--- src/hw/qei_consts.svh ---
`ifndef QEI_CONSTS_SVH
`define QEI_CONSTS_SVH
// How it works
// - Velocity capture runs only while position tracking is also enabled.
// - Optional swap of the two phase inputs reverses counting sense.
// - Quadrature format: direction comes from which phase edges first.
// - Step/direction format: one step per first-input edge, direction from second.
// - Capture select: count first-phase edges only, or edges of both phases.
// - First phase leading second phase increments the position.
// - Second phase leading first phase decrements the position.
// - Two edges on one phase with none between on the other flag reversal.
// - Position returns to zero on index or at maximum, per reset select.
// - Reset select 1: each index pulse clears position, range zero to N-1.
// - Counting down from zero loads the maximum; software programs N-1.
// - After an index in index mode, position is absolute from index.
// - Reset select 0: position runs zero through maximum and wraps; index ignored.
// - Velocity accumulator counts edges qualified like the position counter.
// - Period end copies accumulator to result, clears it, starts new period.
// - Timer counts down from load, flags expiry at zero, reloads, continues.
// - Four event sources: phase error, direction change, index, timer expiry.
// - Each source has mask, raw status, masked status and software clear.
// - Velocity edges pass a predivider of two to the power of the code.
// - Format bit 2: one selects step/direction, zero selects quadrature.
// - Capture bit 3: zero counts first phase, one counts both phases.
// - Bits 9, 10, 11 invert first phase, second phase and index.

// ---------------------------------------------------------------------------
// Register offsets
// ---------------------------------------------------------------------------
`define QEI_OFS_CTL     12'h000
`define QEI_OFS_STAT    12'h004
`define QEI_OFS_POS     12'h008
`define QEI_OFS_MAXPOS  12'h00C
`define QEI_OFS_LOAD    12'h010
`define QEI_OFS_TIME    12'h014
`define QEI_OFS_COUNT   12'h018
`define QEI_OFS_SPEED   12'h01C
`define QEI_OFS_INTEN   12'h020
`define QEI_OFS_RIS     12'h024
`define QEI_OFS_ISC     12'h028

// ---------------------------------------------------------------------------
// Control fields
// ---------------------------------------------------------------------------
`define QEI_CTL_W       13
`define QEI_CTL_ENABLE  0
`define QEI_CTL_SWAP    1
`define QEI_CTL_FORMAT  2
`define QEI_CTL_CAPTURE 3
`define QEI_CTL_RESET   4
`define QEI_CTL_VELON   5
`define QEI_CTL_DIV_LO  6
`define QEI_CTL_DIV_HI  8
`define QEI_CTL_INVERT_FIRST_PHASE    9
`define QEI_CTL_INVERT_SECOND_PHASE    10
`define QEI_CTL_INVERT_INDEX_PULSE    11

// ---------------------------------------------------------------------------
// Status and event bits
// ---------------------------------------------------------------------------
`define QEI_STAT_ERR    0
`define QEI_STAT_DIR    1
`define QEI_EV_INDEX    0
`define QEI_EV_TIMER    1
`define QEI_EV_DIR      2
`define QEI_EV_ERROR    3
`define QEI_EV_W        4

// ---------------------------------------------------------------------------
// Reset values
// ---------------------------------------------------------------------------
`define QEI_RST_WORD    32'h0000_0000
`define QEI_RST_CTL     13'h0000
`define QEI_RST_EV      4'h0
`define QEI_DIV_W       7
`define QEI_RST_DIV     7'h00
`endif

--- src/hw/qei_pkg.sv ---
package qei_pkg;
  typedef struct packed {
    logic [2:0] s1;
    logic [2:0] s2;
    logic [2:0] prev;
  } qei_sync_state_t;

  typedef struct packed {
    logic [31:0] prdata;
    logic        pready;
    logic        pslverr;
    logic [12:0] ctl;
    logic [31:0] pos;
    logic [31:0] maxpos;
    logic [31:0] load;
    logic [31:0] timer;
    logic [31:0] accum;
    logic [31:0] speed;
    logic [3:0]  inten;
    logic [3:0]  ris;
    logic        dir;
    logic        err;
    logic [6:0]  prediv;
  } qei_state_t;
endpackage

--- src/hw/qei_phase_if.sv ---
interface qei_phase_if;
  logic quad_input_first;
  logic quad_input_second;
  logic edge_first;
  logic edge_second;
  logic index_rise;
  logic invert_first_phase;
  logic invert_second_phase;
  logic invert_index_pulse;
  logic swap_phases;

  modport src (input  invert_first_phase, invert_second_phase, invert_index_pulse,
               input  swap_phases,
               output quad_input_first, quad_input_second, edge_first, edge_second,
               output index_rise);
  modport snk (output invert_first_phase, invert_second_phase, invert_index_pulse,
               output swap_phases,
               input  quad_input_first, quad_input_second, edge_first, edge_second,
               input  index_rise);
endinterface

--- src/hw/qei_input_sync.sv ---
`include "qei_consts.svh"
module qei_input_sync
  import qei_pkg::*;
(
  // Clock and reset
  input  wire logic   i_clk,
  input  wire logic   i_rstn,
  // Encoder pins
  input  wire logic   i_phase_first,
  input  wire logic   i_phase_second,
  input  wire logic   i_index,
  // Decoded phases
  qei_phase_if.src    ph
);
  import qei_pkg::*;

  qei_sync_state_t q;
  qei_sync_state_t d;
  logic [2:0]      cond;

  // ---------------------------------------------------------------------------
  // Synchroniser, inversion and swap
  // ---------------------------------------------------------------------------
  // Inversion and swap act after the second flop so the first flop stays private.
  always_comb begin
    cond = {q.s2[2] ^ ph.invert_index_pulse,
            q.s2[1] ^ ph.invert_second_phase,
            q.s2[0] ^ ph.invert_first_phase};
    if (ph.swap_phases) begin
      cond[1:0] = {cond[0], cond[1]};
    end
    d      = q;
    d.s1   = {i_index, i_phase_second, i_phase_first};
    d.s2   = q.s1;
    d.prev = cond;
  end

  always_ff @(posedge i_clk or negedge i_rstn) begin
    if (!i_rstn) begin
      q <= '0;
    end else begin
      q <= d;
    end
  end

  assign ph.quad_input_first  = cond[0];
  assign ph.quad_input_second = cond[1];
  assign ph.edge_first        = cond[0] ^ q.prev[0];
  assign ph.edge_second       = cond[1] ^ q.prev[1];
  assign ph.index_rise        = cond[2] & ~q.prev[2];
endmodule

--- src/hw/qei_top.sv ---
// The address map and the APB interface to the registers were left to the implementer.
`include "qei_consts.svh"
module qei_top
  import qei_pkg::*;
(
  // Clock and reset
  input  wire logic        i_clk,
  input  wire logic        i_rstn,
  // APB slave
  input  wire logic        i_psel,
  input  wire logic        i_penable,
  input  wire logic        i_pwrite,
  input  wire logic [11:0] i_paddr,
  input  wire logic [31:0] i_pwdata,
  output logic      [31:0] o_prdata,
  output logic             o_pready,
  output logic             o_pslverr,
  // Encoder pins
  input  wire logic        i_quad_input_first,
  input  wire logic        i_quad_input_second,
  input  wire logic        i_index_input
);
  import qei_pkg::*;

  // ---------------------------------------------------------------------------
  // Helpers
  // ---------------------------------------------------------------------------
  function automatic logic [31:0] step_pos(input logic [31:0] pos,
                                           input logic [31:0] maxv,
                                           input logic        down);
    logic [31:0] r;
    r = pos;
    if (down) begin
      r = (pos == `QEI_RST_WORD) ? maxv : pos - 32'h0000_0001;
    end else begin
      r = (pos >= maxv) ? `QEI_RST_WORD : pos + 32'h0000_0001;
    end
    return r;
  endfunction

  function automatic logic addr_is(input logic [11:0] a, input logic [11:0] ofs);
    return a == ofs;
  endfunction

  qei_state_t q;
  qei_state_t d;
  qei_phase_if ph();

  logic        enable;
  logic        vel_on;
  logic        step_fmt;
  logic        both_caps;
  logic        ph_err;
  logic        count_ev;
  logic        down;
  logic        dir_flip;
  logic        vel_ev;
  logic [6:0]  div_mask;
  logic        expire;
  logic        wr;
  logic        setup;
  logic [3:0]  ev;
  logic [31:0] rdata;
  logic        hit;

  // ---------------------------------------------------------------------------
  // Input conditioning
  // ---------------------------------------------------------------------------
  assign ph.invert_first_phase  = q.ctl[`QEI_CTL_INVERT_FIRST_PHASE];
  assign ph.invert_second_phase = q.ctl[`QEI_CTL_INVERT_SECOND_PHASE];
  assign ph.invert_index_pulse  = q.ctl[`QEI_CTL_INVERT_INDEX_PULSE];
  assign ph.swap_phases         = q.ctl[`QEI_CTL_SWAP];

  qei_input_sync u_sync (
    .i_clk          (i_clk),
    .i_rstn         (i_rstn),
    .i_phase_first  (i_quad_input_first),
    .i_phase_second (i_quad_input_second),
    .i_index        (i_index_input),
    .ph             (ph)
  );

  // ---------------------------------------------------------------------------
  // Edge decoding
  // ---------------------------------------------------------------------------
  // In quadrature a simultaneous change of both phases cannot be ordered, so it moves nothing.
  always_comb begin
    enable    = q.ctl[`QEI_CTL_ENABLE];
    vel_on    = enable & q.ctl[`QEI_CTL_VELON];
    step_fmt  = q.ctl[`QEI_CTL_FORMAT];
    both_caps = q.ctl[`QEI_CTL_CAPTURE] & ~step_fmt;
    ph_err    = ~step_fmt & ph.edge_first & ph.edge_second;
    down      = q.dir;
    count_ev  = 1'b0;
    if (step_fmt) begin
      count_ev = ph.edge_first;
      down     = ph.quad_input_second;
    end else if (!ph_err) begin
      if (ph.edge_first) begin
        down     = (ph.quad_input_first == ph.quad_input_second);
        count_ev = 1'b1;
      end else if (ph.edge_second) begin
        down     = (ph.quad_input_first != ph.quad_input_second);
        count_ev = both_caps;
      end
    end
    // In quadrature two edges on one phase with none between reverse the sense.
    dir_flip = enable & (ph.edge_first | ph.edge_second) & ~ph_err
               & (down != q.dir);
  end

  // ---------------------------------------------------------------------------
  // Velocity predivider and timer
  // ---------------------------------------------------------------------------
  always_comb begin
    div_mask = `QEI_DIV_W'((8'h01 << q.ctl[`QEI_CTL_DIV_HI:`QEI_CTL_DIV_LO]) - 8'h01);
    vel_ev   = vel_on & count_ev & ((q.prediv & div_mask) == div_mask);
    expire   = vel_on & (q.timer == `QEI_RST_WORD);
  end

  // ---------------------------------------------------------------------------
  // APB decode
  // ---------------------------------------------------------------------------
  always_comb begin
    setup = i_psel & ~i_penable;
    wr    = i_psel & i_penable & q.pready & i_pwrite;
    hit   = 1'b1;
    rdata = `QEI_RST_WORD;
    unique case (1'b1)
      addr_is(i_paddr, `QEI_OFS_CTL):    rdata = 32'(q.ctl);
      addr_is(i_paddr, `QEI_OFS_STAT):   rdata = 32'({q.dir, q.err});
      addr_is(i_paddr, `QEI_OFS_POS):    rdata = q.pos;
      addr_is(i_paddr, `QEI_OFS_MAXPOS): rdata = q.maxpos;
      addr_is(i_paddr, `QEI_OFS_LOAD):   rdata = q.load;
      addr_is(i_paddr, `QEI_OFS_TIME):   rdata = q.timer;
      addr_is(i_paddr, `QEI_OFS_COUNT):  rdata = q.accum;
      addr_is(i_paddr, `QEI_OFS_SPEED):  rdata = q.speed;
      addr_is(i_paddr, `QEI_OFS_INTEN):  rdata = 32'(q.inten);
      addr_is(i_paddr, `QEI_OFS_RIS):    rdata = 32'(q.ris);
      addr_is(i_paddr, `QEI_OFS_ISC):    rdata = 32'(q.ris & q.inten);
      default:                           hit   = 1'b0;
    endcase
  end

  // ---------------------------------------------------------------------------
  // Next state
  // ---------------------------------------------------------------------------
  always_comb begin
    d = q;
    // One wait state: pready rises in the second access cycle, data with it.
    d.pready  = i_psel & i_penable & ~q.pready;
    d.pslverr = i_psel & i_penable & ~q.pready & ~hit;
    // Read data stands only with pready, so an idle bus always shows zero.
    if (i_psel & i_penable & ~q.pready) begin
      d.prdata = (hit & ~i_pwrite) ? rdata : `QEI_RST_WORD;
    end else begin
      d.prdata = `QEI_RST_WORD;
    end
    if (setup) begin
      d.prdata = `QEI_RST_WORD;
    end

    // Software writes take effect at the edge that completes the transfer.
    if (wr & hit) begin
      unique case (1'b1)
        addr_is(i_paddr, `QEI_OFS_CTL):    d.ctl    = i_pwdata[`QEI_CTL_W-1:0];
        addr_is(i_paddr, `QEI_OFS_POS):    d.pos    = i_pwdata;
        addr_is(i_paddr, `QEI_OFS_MAXPOS): d.maxpos = i_pwdata;
        addr_is(i_paddr, `QEI_OFS_LOAD):   d.load   = i_pwdata;
        addr_is(i_paddr, `QEI_OFS_INTEN):  d.inten  = i_pwdata[`QEI_EV_W-1:0];
        addr_is(i_paddr, `QEI_OFS_ISC):    d.ris    = q.ris & ~i_pwdata[`QEI_EV_W-1:0];
        default:                           d.ctl    = q.ctl;
      endcase
    end

    // Position counter.
    if (enable) begin
      if (count_ev) begin
        d.pos = step_pos(q.pos, q.maxpos, down);
      end
      if (q.ctl[`QEI_CTL_RESET] & ph.index_rise) begin
        d.pos = `QEI_RST_WORD;
      end
      if (ph.edge_first | ph.edge_second) begin
        d.dir = down;
      end
      d.err = ph_err;
    end

    // Velocity capture; timer stops and is reloaded while capture is off.
    if (vel_on) begin
      if (count_ev) begin
        d.prediv = q.prediv + `QEI_DIV_W'(1);
      end
      if (expire) begin
        d.speed = q.accum + (vel_ev ? 32'h0000_0001 : `QEI_RST_WORD);
        d.accum = `QEI_RST_WORD;
        d.timer = q.load;
      end else begin
        d.timer = q.timer - 32'h0000_0001;
        if (vel_ev) begin
          d.accum = q.accum + 32'h0000_0001;
        end
      end
    end else begin
      d.timer  = q.load;
      d.prediv = `QEI_RST_DIV;
    end

    // Raw status: a new event wins over a clear in the same cycle.
    ev = `QEI_RST_EV;
    ev[`QEI_EV_INDEX] = enable & ph.index_rise;
    ev[`QEI_EV_TIMER] = expire;
    ev[`QEI_EV_DIR]   = dir_flip;
    ev[`QEI_EV_ERROR] = enable & ph_err;
    d.ris = d.ris | ev;
  end

  always_ff @(posedge i_clk or negedge i_rstn) begin
    if (!i_rstn) begin
      q <= '0;
    end else begin
      q <= d;
    end
  end

  assign o_prdata  = q.prdata;
  assign o_pready  = q.pready;
  assign o_pslverr = q.pslverr;
endmodule

--- config.mk ---
export PLATFORM = sky130hd
export DESIGN_NAME = qei_top
export DESIGN_NICKNAME = d
export VERILOG_FILES = /design/src/hw/qei_pkg.sv /design/src/hw/qei_phase_if.sv /design/src/hw/qei_input_sync.sv /design/src/hw/qei_top.sv
export VERILOG_INCLUDE_DIRS = /design/src /design/src/hw
export SDC_FILE = /design/constraint.sdc
export NUM_CORES = 1
export LEC_CHECK = 0
export CAP_MARGIN = 25
export CORE_MARGIN = 2
export CORE_UTILIZATION = 50
export CTS_CLUSTER_DIAMETER = 150
export DETAILED_ROUTE_END_ITERATION = 7
export DONT_BUFFER_PORTS = 1
export SLEW_MARGIN = 20
export SYNTH_ARGS = -nofsm -noshare
export SYNTH_HDL_FRONTEND = slang
export SYNTH_SLANG_ARGS = --single-unit
--- constraint.sdc ---
create_clock -name i_clk -period 11.4 [get_ports i_clk]
set_input_delay 2.28 -clock i_clk [delete_from_list [all_inputs] [get_ports i_clk]]
set_output_delay 2.28 -clock i_clk [all_outputs]
set_load 0.02 [all_outputs]
Word level (Yosys, flattened, before mapping). Cells that the tools add are included. W data, S select, Z words.

Register bits after elaboration: 265. Word-level logic and storage cells: 126. Bits of input ports: 52.

Order comparisons: 1. Eq/ne operators: 15. Multiplexer cells: 32. Shift-type cells: 1. Add/sub/neg operators: 7. Reductions and logical operators: 12. Bitwise operators: 40.

Operator list (count): $mux W32 (14); $pmux W32 S11 (1); $mux W96 (1); $add A32 B1 Y32 const B (2); $logic_not A32 Y1 (2); $mux W64 (1); $sub A32 B1 Y32 const B (2); $eq A12 B5 Y1 const B (4); $eq A12 B6 Y1 const B (3); $add A32 B1 Y32 (1); $ge A32 B32 Y1 (1); $eq A12 B4 Y1 const B (2); $and A1 B1 Y1 (22); $mux W7 (2); $reduce_and A2 Y1 (7); $eq A12 B3 Y1 const B (1); $logic_not A12 Y1 (1); $reduce_or A11 Y1 (1); $mux W1 (10); $and A4 B4 Y4 (2); $mux W4 (2); $add A7 B1 Y7 const B (1); $and A7 B7 Y7 (1); $eq A7 B7 Y1 (1); other kinds (12) (23).

Logic depth before layout (Yosys ltp). Gate-level depths: netlist of the first run.

Depth after elaboration: 12. Gate-level depth with buffers: 17. Gate-level depth less buffers: 14.

Cells and area by module. Synthesis of the first run repeated with hierarchy kept, for this count alone.

Cells, all modules: 1649. Area total of the unflattened synthesis: 15625.0 um^2.

By module, submodules not included: qei_top (seq. area each 6406.1 um^2, area an instance 15327.2 um^2, cells each 1632, times used 1); qei_input_sync (seq. area each 225.2 um^2, area an instance 297.8 um^2, cells each 17, times used 1).

Worst setup path after synthesis of the first run. No wires, ideal clock.

Path type: input to register. Start point: input i_paddr[9]. End point: register q, in the netlist ph.invert_first_phase. Stages: 7. Arrival time: 4.420 ns. Slack: 6.853 ns. Required time: 11.273 ns. Cells stage by stage: nor4_1 > nand2_1 > or3_1 > clkbuf_1 > nor2_1 > clkbuf_1 > mux2_1.

Word-level cells in the longest chain between the ends: 5. Elaborated cells on any way between the ends: 15. Those cells by class: 10 x eq/ne; 1 x mux; 1 x bitwise; 3 x reduce/logical.

RTL lines: from (decl) (RTL line qei_top.sv:13) `input wire logic [11:0] i_paddr,`; $eq A12 B3 Y1 (tied with other cells) (RTL line qei_top.sv:42) `return a == ofs;`; $reduce_or A11 Y1 (no source line); $mux W1 (RTL line qei_top.sv:129) `unique case (1'b1)`; $and A1 B1 Y1 (RTL line qei_top.sv:164) `if (wr & hit) begin`; $reduce_and A2 Y1 (no source line) (*); to (signal assigned) (RTL line qei_top.sv:221) `q <= '0;`; to (signal assigned) (RTL line qei_top.sv:223) `q <= d;`; to (decl) (RTL line qei_top.sv:45) `qei_state_t q;`.

Every way passes the cells marked *; elsewhere a longest branch is shown, timed or not. A chain may end at the register's enable or synchronous reset.

Final worst setup path of the first run.
Start point: input i_paddr[9]. End point: register q[138] (netlist name).

Same word-level chain as after synthesis.

==> impl_metrics.env, run 1 <==
export IMPL_setup_violations=0
export IMPL_outcome="finished clean"
export IMPL_drc=0
export IMPL_cts_buffers=31
export IMPL_hold_buffers=0
export IMPL_timing_final_max_slew_violations=0
export IMPL_crit_required_ps=11840
export IMPL_slew_headroom_pct=26.5
export IMPL_netlist_area_leader_share_pct=40.8
export IMPL_cp_buffers_inverters=2
export IMPL_htree_levels=1
export IMPL_synth_area_per_cell_um2=8.94
export IMPL_cts_resized=0
export IMPL_via_per_inst=5.99
export IMPL_area_growth_pct=7.29
export IMPL_peakVddDrop_v=0.000118
export IMPL_antenna_found_initial=2
export IMPL_wl_per_cell_um=21.4
export IMPL_synth_seq_cells=265
export IMPL_slowest_delay_ps=810
export IMPL_worstMarginPinSlew_ps=1100
export IMPL_path_class="in -> reg"
export IMPL_ys_warn_count=0
export IMPL_dp_cells=2117
export IMPL_cp_max_fo=32
export IMPL_critical_path_top_delay_family="simple AND/OR/NAND/NOR gates"
export IMPL_p_per_area_nw_per_um2=121
export IMPL_grt_pass1_vias=12400
export IMPL_post_cts_buffers=0
export IMPL_cts_tree="done"
export IMPL_cp_slowest_cell="nand3_2"
export IMPL_syn_instance_count=1819
export IMPL_min_path_type="reg -> reg"
export IMPL_rsz0062_at_grt="false"
export IMPL_min_period_ps=4490
export IMPL_yosys_top_cells_area="dfrtp_1, nand2_1, xnor2_1"
export IMPL_totalWireLength_um=46500
export IMPL_die_y_um=184
export IMPL_leakage_uw=0.00730
export IMPL_final_hold_viol_count=0
export IMPL_place_hpwl_um=32500
export IMPL_clkTransAtPathRegs_ps=60
export IMPL_cp_num_cells=7
export IMPL_io_pins=86
export IMPL_synth_enable_flop_cells=0
export IMPL_path_cells="nor4_1 -> buf_4 -> nand2_1 -> nor3b_2 -> buf_4 -> nand3_2 -> mux2_1"
export IMPL_final_nets=1801
export IMPL_cts_root_buf="clkbuf_16"
export IMPL_synth_cell_type_count=73
export IMPL_synthesis_nets=1911
export IMPL_drv_cap=0
export IMPL_start_util_pct=50.4
export IMPL_fin_crit_sh_pct=39.4
export IMPL_grt_first_pass_wirelength_um=73500
export IMPL_cpMostUsedCell="buf_4"
export IMPL_gr_usage_all_layers_pct=27.7
export IMPL_cp_data_arrival_time_ps=4930
export IMPL_diodes=0
export IMPL_yosysSeqAreaShare_pct=40.8
export IMPL_crit_path_end_kind="flip-flop"
export IMPL_dieArea_um2=34000
export IMPL_clock_sinks=265
export IMPL_dr_pass1_iters=5
export IMPL_io_buffer_count=0
export IMPL_stdcell_count=2175
export IMPL_async_reset_ff_share_pct=100
export IMPL_detail_route_antenna_nets=0
export IMPL_syn_area_um2=16300
export IMPL_max_freq_ghz=0.223
export IMPL_yosys_area_top_type="dfrtp_1"
export IMPL_grt_max_degree=266
export IMPL_finalSetupTns_ps=0
export IMPL_start_kind="primary input"
export IMPL_overflow=0
export IMPL_die_w_um=184
export IMPL_drt_iter0_drc=1041
export IMPL_drive_gt1_share_pct=8.19
export IMPL_whs_path_depth=0
export IMPL_clock_tree_buffer_depth=3
export IMPL_vias=13000
export IMPL_reg2regPathDepth=15
export IMPL_core_um2=32300
export IMPL_synth_common_cells="nand2_1, dfrtp_1, nor2_1, clkbuf_1, a21oi_1"
export IMPL_yosysMostFrequentCell="nand2_1"
export IMPL_clock_skew_ps=7.73
export IMPL_clkLatencyLatePin_ps=560
export IMPL_num_rows=66
export IMPL_synth_top_flop_cell="dfrtp_1"
export IMPL_globalplace_congestion=0.872
-- flip-flops by register name, indices dropped and copies added (netlist names) --
signal                  flops
enable                      1
o_prdata                   32
o_pready                    1
o_pslverr                   1
ph.invert_first_phase       1
ph.invert_index_pulse       1
ph.invert_second_phase      1
ph.swap_phases              1
q                         217
u_sync.d                    3
u_sync.q                    6
-- final cells by class --
class	count	area [µm²]
timing repair buffer	22	173
inverter	57	214
tap	442	553
clock inverter	15	265
clock buffer	42	907
sequential	265	6630
fill	2924	14800
multi-input combinational	1332	8700
-- logic make-up after synthesis --
logic type / Yosys count / share of synthesized area [%]
buffers and inverters: 222 / 5.96
adders and majority gates: 40 / 3.08
AOI/OAI and AO/OA: 399 / 15.5
muxes: 106 / 8.26
and+or+nand+nor: 658 / 19.3
DFF: 265 / 40.8
xor gates and xnor gates: 129 / 7.12
-- worst paths after layout --
path,startpoint,slack (ps),end
worst max-delay path,i_paddr[9],6910,q[138]
worst min-delay path,u_sync.d[3],350,u_sync.q[3]
worst max register to register,ph.invert_first_phase,7170,q[45]
worst min register to register,u_sync.d[3],350,u_sync.q[3]
max in group asynchronous,i_rstn,9080,q[146]
min in group asynchronous,i_rstn,1410,u_sync.q[0]
-- placed cells by master, fill, tap and decap left out, types with 33 or more instances in the layout --
cell | netlist | final
o21ai_1 | 72 | 71
nand2_1 | 266 | 266
mux2_1 | 45 | 45
xnor2_1 | 71 | 71
xor2_1 | 56 | 56
dfrtp_1 | 265 | 265
ha_1 | 40 | 40
nand3_1 | 46 | 45
a22oi_1 | 38 | 38
a21oi_1 | 80 | 80
nor2_1 | 133 | 132
or3_1 | 35 | 34
nand4_1 | 33 | 33
inv_1 | 57 | 57
o21ai_0 | 66 | 66
-- per-stage QoR --
| stage | hold slack [ps] | power (µW) | cell area (µm²) | setup slack, ps | util [%] |
|---|---|---|---|---|---|
| 2_1_floorplan | 331 | 994 | 16300 | 6850 | - |
| 3_3_place_gp | 334 | 996 | 16300 | 6450 | 50.3 |
| 3_5_place_dp | 342 | 996 | 16300 | 6390 | 50.4 |
| 4_1_cts | 356 | 2130 | 17400 | 6960 | 54.0 |
| 5_1_grt | 373 | 2170 | 17400 | 6720 | 54.0 |
| 6_report | 350 | 2110 | 17400 | 6910 | 54.0 |
-- metal layers --
layer  wire length [µm]  global-route usage (%)  part of all wire (%)
met5                  0                       0                     0
met1              22300                    41.9                    48
met2              20400                    41.3                    44
met4               1080                    6.94                   2.3
met3               2820                    4.27                   6.1
-- where the power goes --
group          internal, µW  total (µW)  switching [µW]
logic                  13.9        34.8            20.8
clock network           713        1130             418
registers               943         945            2.08
(Power assumes the default switching activity.)
==> run 2: changes to the inputs <==
==> constraint.sdc (replaced) <==
create_clock -name i_clk -period 4.45 [get_ports i_clk]
set_input_delay 0.89 -clock i_clk [delete_from_list [all_inputs] [get_ports i_clk]]
set_output_delay 0.89 -clock i_clk [all_outputs]
set_load 0.02 [all_outputs]
==> impl_metrics.env, run 2 (same netlist as run 1, synthesis figures left out) <==
export IMPL_detail_route_antenna_nets=0
export IMPL_clock_sinks=265
export IMPL_stdcell_count=2190
export IMPL_drv_cap=0
export IMPL_globalplace_congestion=0.872
export IMPL_final_cell_mix="nand2_1, dfrtp_1, nor2_1, a21oi_1"
export IMPL_max_freq_ghz=0.257
export IMPL_dieArea_um2=34000
export IMPL_antenna_found_initial=1
export IMPL_cp_max_fo=6
export IMPL_timing_final_max_slew_violations=0
export IMPL_largest_reg_flops=217
export IMPL_min_path_type="in -> async"
export IMPL_cts_tree="done"
export IMPL_p_int_uw=4160
export IMPL_ff2ff_setup_slack_ps=560
export IMPL_clkLatencyLatePin_ps=570
export IMPL_overflow=0
export IMPL_finalPower_uw=5290
export IMPL_cts_root_buf="clkbuf_16"
export IMPL_power_frac_comb_pct=1.8
export IMPL_core_um2=32300
export IMPL_final_hold_viol_count=0
export IMPL_dp_cells=2131
export IMPL_slew_headroom_pct=38.6
export IMPL_min_period_ps=3890
export IMPL_cp_data_arrival_time_ps=4310
export IMPL_grt_pass1_vias=12400
export IMPL_peakVddDrop_v=0.000316
export IMPL_die_y_um=184
export IMPL_top_register="q"
export IMPL_drc=0
export IMPL_start_util_pct=50.4
export IMPL_clock_skew_ps=11.1
export IMPL_finalSetupTns_ps=0
export IMPL_p_per_area_nw_per_um2=303
export IMPL_path_class="reg -> reg"
export IMPL_clock_tree_buffer_depth=3
export IMPL_cts_buffers=31
export IMPL_dr_pass1_iters=7
export IMPL_gr_usage_all_layers_pct=28.2
export IMPL_p_sw_share_pct=21.5
export IMPL_crit_path_end_kind="flip-flop"
export IMPL_num_rows=66
export IMPL_die_w_um=184
export IMPL_clkPwrFrac_pct=52.4
export IMPL_final_nets=1816
export IMPL_vias=13200
export IMPL_rr_startpoint="ph.invert_first_phase"
export IMPL_htree_levels=1
export IMPL_leakage_uw=0.00734
export IMPL_final_common_cell="nand2_1"
export IMPL_outcome="finished clean"
export IMPL_crit_required_ps=4880
export IMPL_wl_per_cell_um=21.5
export IMPL_place_hpwl_um=32700
export IMPL_worstMarginPinSlew_ps=920
export IMPL_post_cts_buffers=0
export IMPL_setup_violations=0
export IMPL_drive_gt1_share_pct=8.75
export IMPL_io_buffer_count=0
export IMPL_via_per_inst=6.01
export IMPL_reg2regPathDepth=14
export IMPL_p_switching_uw=1140
export IMPL_grt_first_pass_wirelength_um=74100
export IMPL_area_growth_pct=7.59
export IMPL_totalWireLength_um=47000
export IMPL_fin_crit_sh_pct=87.3
export IMPL_io_pins=86
export IMPL_drt_iter0_drc=1115
export IMPL_rsz0062_at_grt="false"
export IMPL_seqPwrFrac_pct=45.7
export IMPL_grt_max_degree=262
export IMPL_clkTransAtPathRegs_ps=60
export IMPL_fillers=2930
export IMPL_reg2reg_to="q[45]"
export IMPL_start_kind="flip-flop"
export IMPL_diodes=0
run 2: cell count changes in the layout (fill, tap and decap cells not counted):
cell / before / now
buf_4: 21 / 35
buf_8: 1 / 0
bufinv_16: 7 / 6
clkbuf_1: 2 / 3
clkbuf_8: 9 / 5
clkinv_2: 3 / 7
clkinv_4: 1 / 2
dlygate4sd3_1: 0 / 2
inv_6: 1 / 0
or3_1: 34 / 35
or3_2: 1 / 0
run 2: area by class of cell:
cell class	instances	area, µm²	share of cell area, %
well taps	442	553	3.16
clock inverters	18	255	1.46
inverters	57	214	1.22
clock buffers	39	856	4.89
flip-flops and latches	265	6630	37.9
repair buffers	37	283	1.62
multi-input cells	1332	8700	49.7
run 2: through the flow:
step | util [%] | setup slack (ps) | instance area [µm²] | hold WS, ps
after floorplan | - | 551 | 16300 | 331
after global placement | 50.7 | 632 | 16400 | 346
after detailed placement | 50.7 | 584 | 16400 | 340
after CTS | 54.2 | 554 | 17500 | 0.672
after global routing | 54.2 | 184 | 17500 | 4.75
final | 54.2 | 564 | 17500 | 35.0
run 2: worst max-delay path by stage:
| stage | startpoint | cells past startpoint | slack [ps] | end |
|---|---|---|---|---|
| 2_1_floorplan | ph.invert_first_phase | 16 | 550 | q[48] |
| 3_3_place_gp | ph.invert_first_phase | 14 | 630 | q[45] |
| 3_5_place_dp | ph.invert_first_phase | 14 | 580 | q[45] |
| 4_1_cts | ph.invert_first_phase | 14 | 550 | q[45] |
| 5_1_grt | ph.invert_first_phase | 14 | 180 | q[45] |
| 6_report | ph.invert_first_phase | 14 | 560 | q[45] |
run 2: what timing repair did:
action / CTS / global route
hold buffers: 2 / 0
gates resized for setup: 0 / 0
endpoints found under the hold margin: 5 / 0
run 2: routing by layer:
metal,global-route usage [%],share of wire (%),wire [µm],vias up
met1,42.2,47,22100,6451
met3,3.81,5.8,2740,69
li1,-,-,-,6251
met5,0,0,0,-
met4,7.04,2.3,1070,0
met2,43.0,45,21000,383
run 2: critical path: stages (launching register included):
cell	delay, ps
dfrtp_1	420
xnor2_1	490
mux2_2	410
o21bai_1	200
and2_1	220
nand2_1	120
inv_1	70
ha_1	200
ha_1	220
nand2_1	160
nor3_1	370
nand4_1	340
nor3_1	280
xnor2_1	140
o21ai_0	80
run 2: power groups by stage:
stage | Sequential, µW | Combinational (µW) | Clock (µW)
after detailed placement | 2460 | 93.1 | 0
after global routing | 2420 | 104 | 2930
final | 2420 | 97.9 | 2780
after global placement | 2460 | 93.6 | 0
after floorplan | 2460 | 82.7 | 0
after CTS | 2420 | 96.2 | 2820
==> run 3: changes to the inputs <==
--- a/config.mk
+++ b/config.mk
@@ -6,6 +6,7 @@
 export SDC_FILE = /design/constraint.sdc
 export NUM_CORES = 1
 export LEC_CHECK = 0
+export ABC_AREA = 1
 export CAP_MARGIN = 25
 export CORE_MARGIN = 2
 export CORE_UTILIZATION = 50
==> impl_metrics.env, run 3 <==
export IMPL_critical_path_top_delay_family="simple AND/OR/NAND/NOR gates"
export IMPL_cts_resized=0
export IMPL_yosys_area_top_type="dfrtp_1"
export IMPL_htree_levels=1
export IMPL_netlist_area_leader_share_pct=37.5
export IMPL_detail_route_antenna_nets=0
export IMPL_fin_crit_sh_pct=82.4
export IMPL_drt_iter0_drc=2051
export IMPL_start_kind="flip-flop"
export IMPL_cp_num_cells=20
export IMPL_totalWireLength_um=68500
export IMPL_drc=0
export IMPL_peakVddDrop_v=0.000315
export IMPL_start_util_pct=51.0
export IMPL_die_w_um=192
export IMPL_drv_cap=0
export IMPL_clkTransAtPathRegs_ps=60
export IMPL_die_y_um=192
export IMPL_gr_usage_all_layers_pct=37.3
export IMPL_leakage_uw=0.00910
export IMPL_place_area_um2=17700
export IMPL_yosysMostFrequentCell="nand2_1"
export IMPL_synth_top_flop_cell="dfrtp_1"
export IMPL_dr_pass1_iters=6
export IMPL_crit_required_ps=4950
export IMPL_path_class="reg -> reg"
export IMPL_diodes=0
export IMPL_path_cells="inv_1 -> nand2_1 -> nand3_1 -> nand2_2 -> nand2_1 -> nand2_1 -> o21ai_2 -> nand2_4 -> nor2_4 -> nand2_1 -> inv_2 -> ha_1 -> ha_1 -> inv_1 -> nor2_1 -> inv_1 -> nor3_1 -> nand2_1 -> xor2_1 -> o21ai_0"
export IMPL_grt_pass1_vias=16100
export IMPL_io_buffer_count=0
export IMPL_async_reset_ff_share_pct=100
export IMPL_cp_data_arrival_time_ps=4170
export IMPL_cts_tree="done"
export IMPL_grt_first_pass_wirelength_um=102000
export IMPL_yosysSeqAreaShare_pct=37.5
export IMPL_wl_per_cell_um=23.4
export IMPL_cpMostUsedCell="nand2_1"
export IMPL_fin_util_pct=54.5
export IMPL_final_nets=2545
export IMPL_clock_tree_buffer_depth=3
export IMPL_place_hpwl_um=49200
export IMPL_vias=17500
export IMPL_p_per_area_nw_per_um2=286
export IMPL_timing_final_max_slew_violations=0
export IMPL_min_period_ps=3670
export IMPL_yosys_top_cells_area="dfrtp_1, nand2_1, nor2_1"
export IMPL_rsz0062_at_grt="false"
export IMPL_synth_seq_cells=265
export IMPL_cp_buffers_inverters=4
export IMPL_final_common_cell="nand2_1"
export IMPL_reg2regPathDepth=20
export IMPL_dieArea_um2=36900
export IMPL_worstMarginPinSlew_ps=1080
export IMPL_finalSetupTns_ps=0
export IMPL_globalplace_congestion=0.977
export IMPL_synth_cell_type_count=55
export IMPL_area_growth_pct=6.84
export IMPL_synthesis_nets=2618
export IMPL_largest_reg_flops=217
export IMPL_cp_max_fo=15
export IMPL_antenna_found_initial=0
export IMPL_final_cell_mix="nand2_1, nor2_1, inv_1, dfrtp_1, nand3_1"
export IMPL_num_rows=68
export IMPL_via_per_inst=5.96
export IMPL_final_hold_viol_count=0
export IMPL_io_pins=86
export IMPL_slowest_delay_ps=400
export IMPL_top_register="q"
export IMPL_core_um2=34700
export IMPL_clkLatencyLatePin_ps=600
export IMPL_slew_headroom_pct=26.3
export IMPL_min_path_type="in -> async"
export IMPL_drive_gt1_share_pct=6.06
export IMPL_synth_area_per_cell_um2=7.00
export IMPL_clock_skew_ps=24.8
export IMPL_setup_violations=0
export IMPL_synth_common_cells="nand2_1, nor2_1, inv_1, dfrtp_1, nand3_1"
export IMPL_finalPower_uw=5410
export IMPL_syn_area_um2=17700
export IMPL_max_freq_ghz=0.273
export IMPL_clock_sinks=265
export IMPL_ys_warn_count=0
export IMPL_outcome="finished clean"
export IMPL_cts_buffers=31
export IMPL_grt_max_degree=112
export IMPL_cts_root_buf="clkbuf_16"
export IMPL_syn_instance_count=2526
export IMPL_cp_slowest_cell="dfrtp_1"
export IMPL_overflow=0
export IMPL_synth_enable_flop_cells=0
export IMPL_crit_path_end_kind="flip-flop"
export IMPL_design_area_um2=18900
## run 3: cell count changes after synthesis, moves of 43 or more
cell	before	now
nand3_1	46	162
xnor2_1	71	9
inv_1	57	268
nor2_1	133	326
clkbuf_1	117	46
nand2_1	266	643
mux2_1	45	0
o21ai_0	66	109
## run 3: through the flow
stage | hold slack, ps | cells | setup slack, ps
2_1_floorplan | 331 | 2526 | 1390
3_3_place_gp | 333 | 2867 | 1030
3_5_place_dp | 335 | 2867 | 865
4_1_cts | 146 | 2932 | 832
5_1_grt | 149 | 2932 | 453
6_report | 139 | 2932 | 782
## run 3: final timing paths
path,end,slack (ps),startpoint
setup / recovery,q[47],780,ph.invert_first_phase
hold / removal,q[44],140,i_rstn
setup reg to reg,q[47],780,ph.invert_first_phase
hold reg to reg,u_sync.q[5],350,u_sync.d[5]
max in group asynchronous,u_sync.q[2],3030,i_rstn
min in group i_clk,u_sync.d[5],320,i_index_input
## run 3: final cells by class
type / count / area (µm²)
Inverter: 282 / 1060
Fill cell: 3481 / 15800
Clock buffer: 38 / 842
Multi-Input combinational cell: 1838 / 9230
Timing Repair Buffer: 35 / 330
Sequential cell: 265 / 6630
Clock inverter: 19 / 241
Tap cell: 455 / 569
## run 3: where the power goes
part	switching, µW	internal, µW
combinational	198	53.6
sequential	4.39	2410
clock	1110	1630
## run 3: layer usage
| layer | GRT usage [%] | wire length [µm] |
|---|---|---|
| met5 | 0 | 0 |
| met4 | 14.1 | 2860 |
| met3 | 5.65 | 5800 |
| met2 | 57.2 | 29800 |
| met1 | 53.2 | 30100 |
## run 3: cell families (layout without fill, tap and decap cells)
logic type                 Yosys count  in the layout  synth area share, %
xor gates and xnor gates           101            101                 5.00
and+or+nand+nor                   1293           1293                 31.5
AOI/OAI and AO/OA                  404            404                 12.8
DFF                                265            265                 37.5
adders and majority gates           40             40                 2.83
buffers and inverters              423            374                 10.4
## run 3: timing repair
item,CTS,global route
hold endpoints to repair,111,0
hold buffers,8,0
setup buffers,0,0
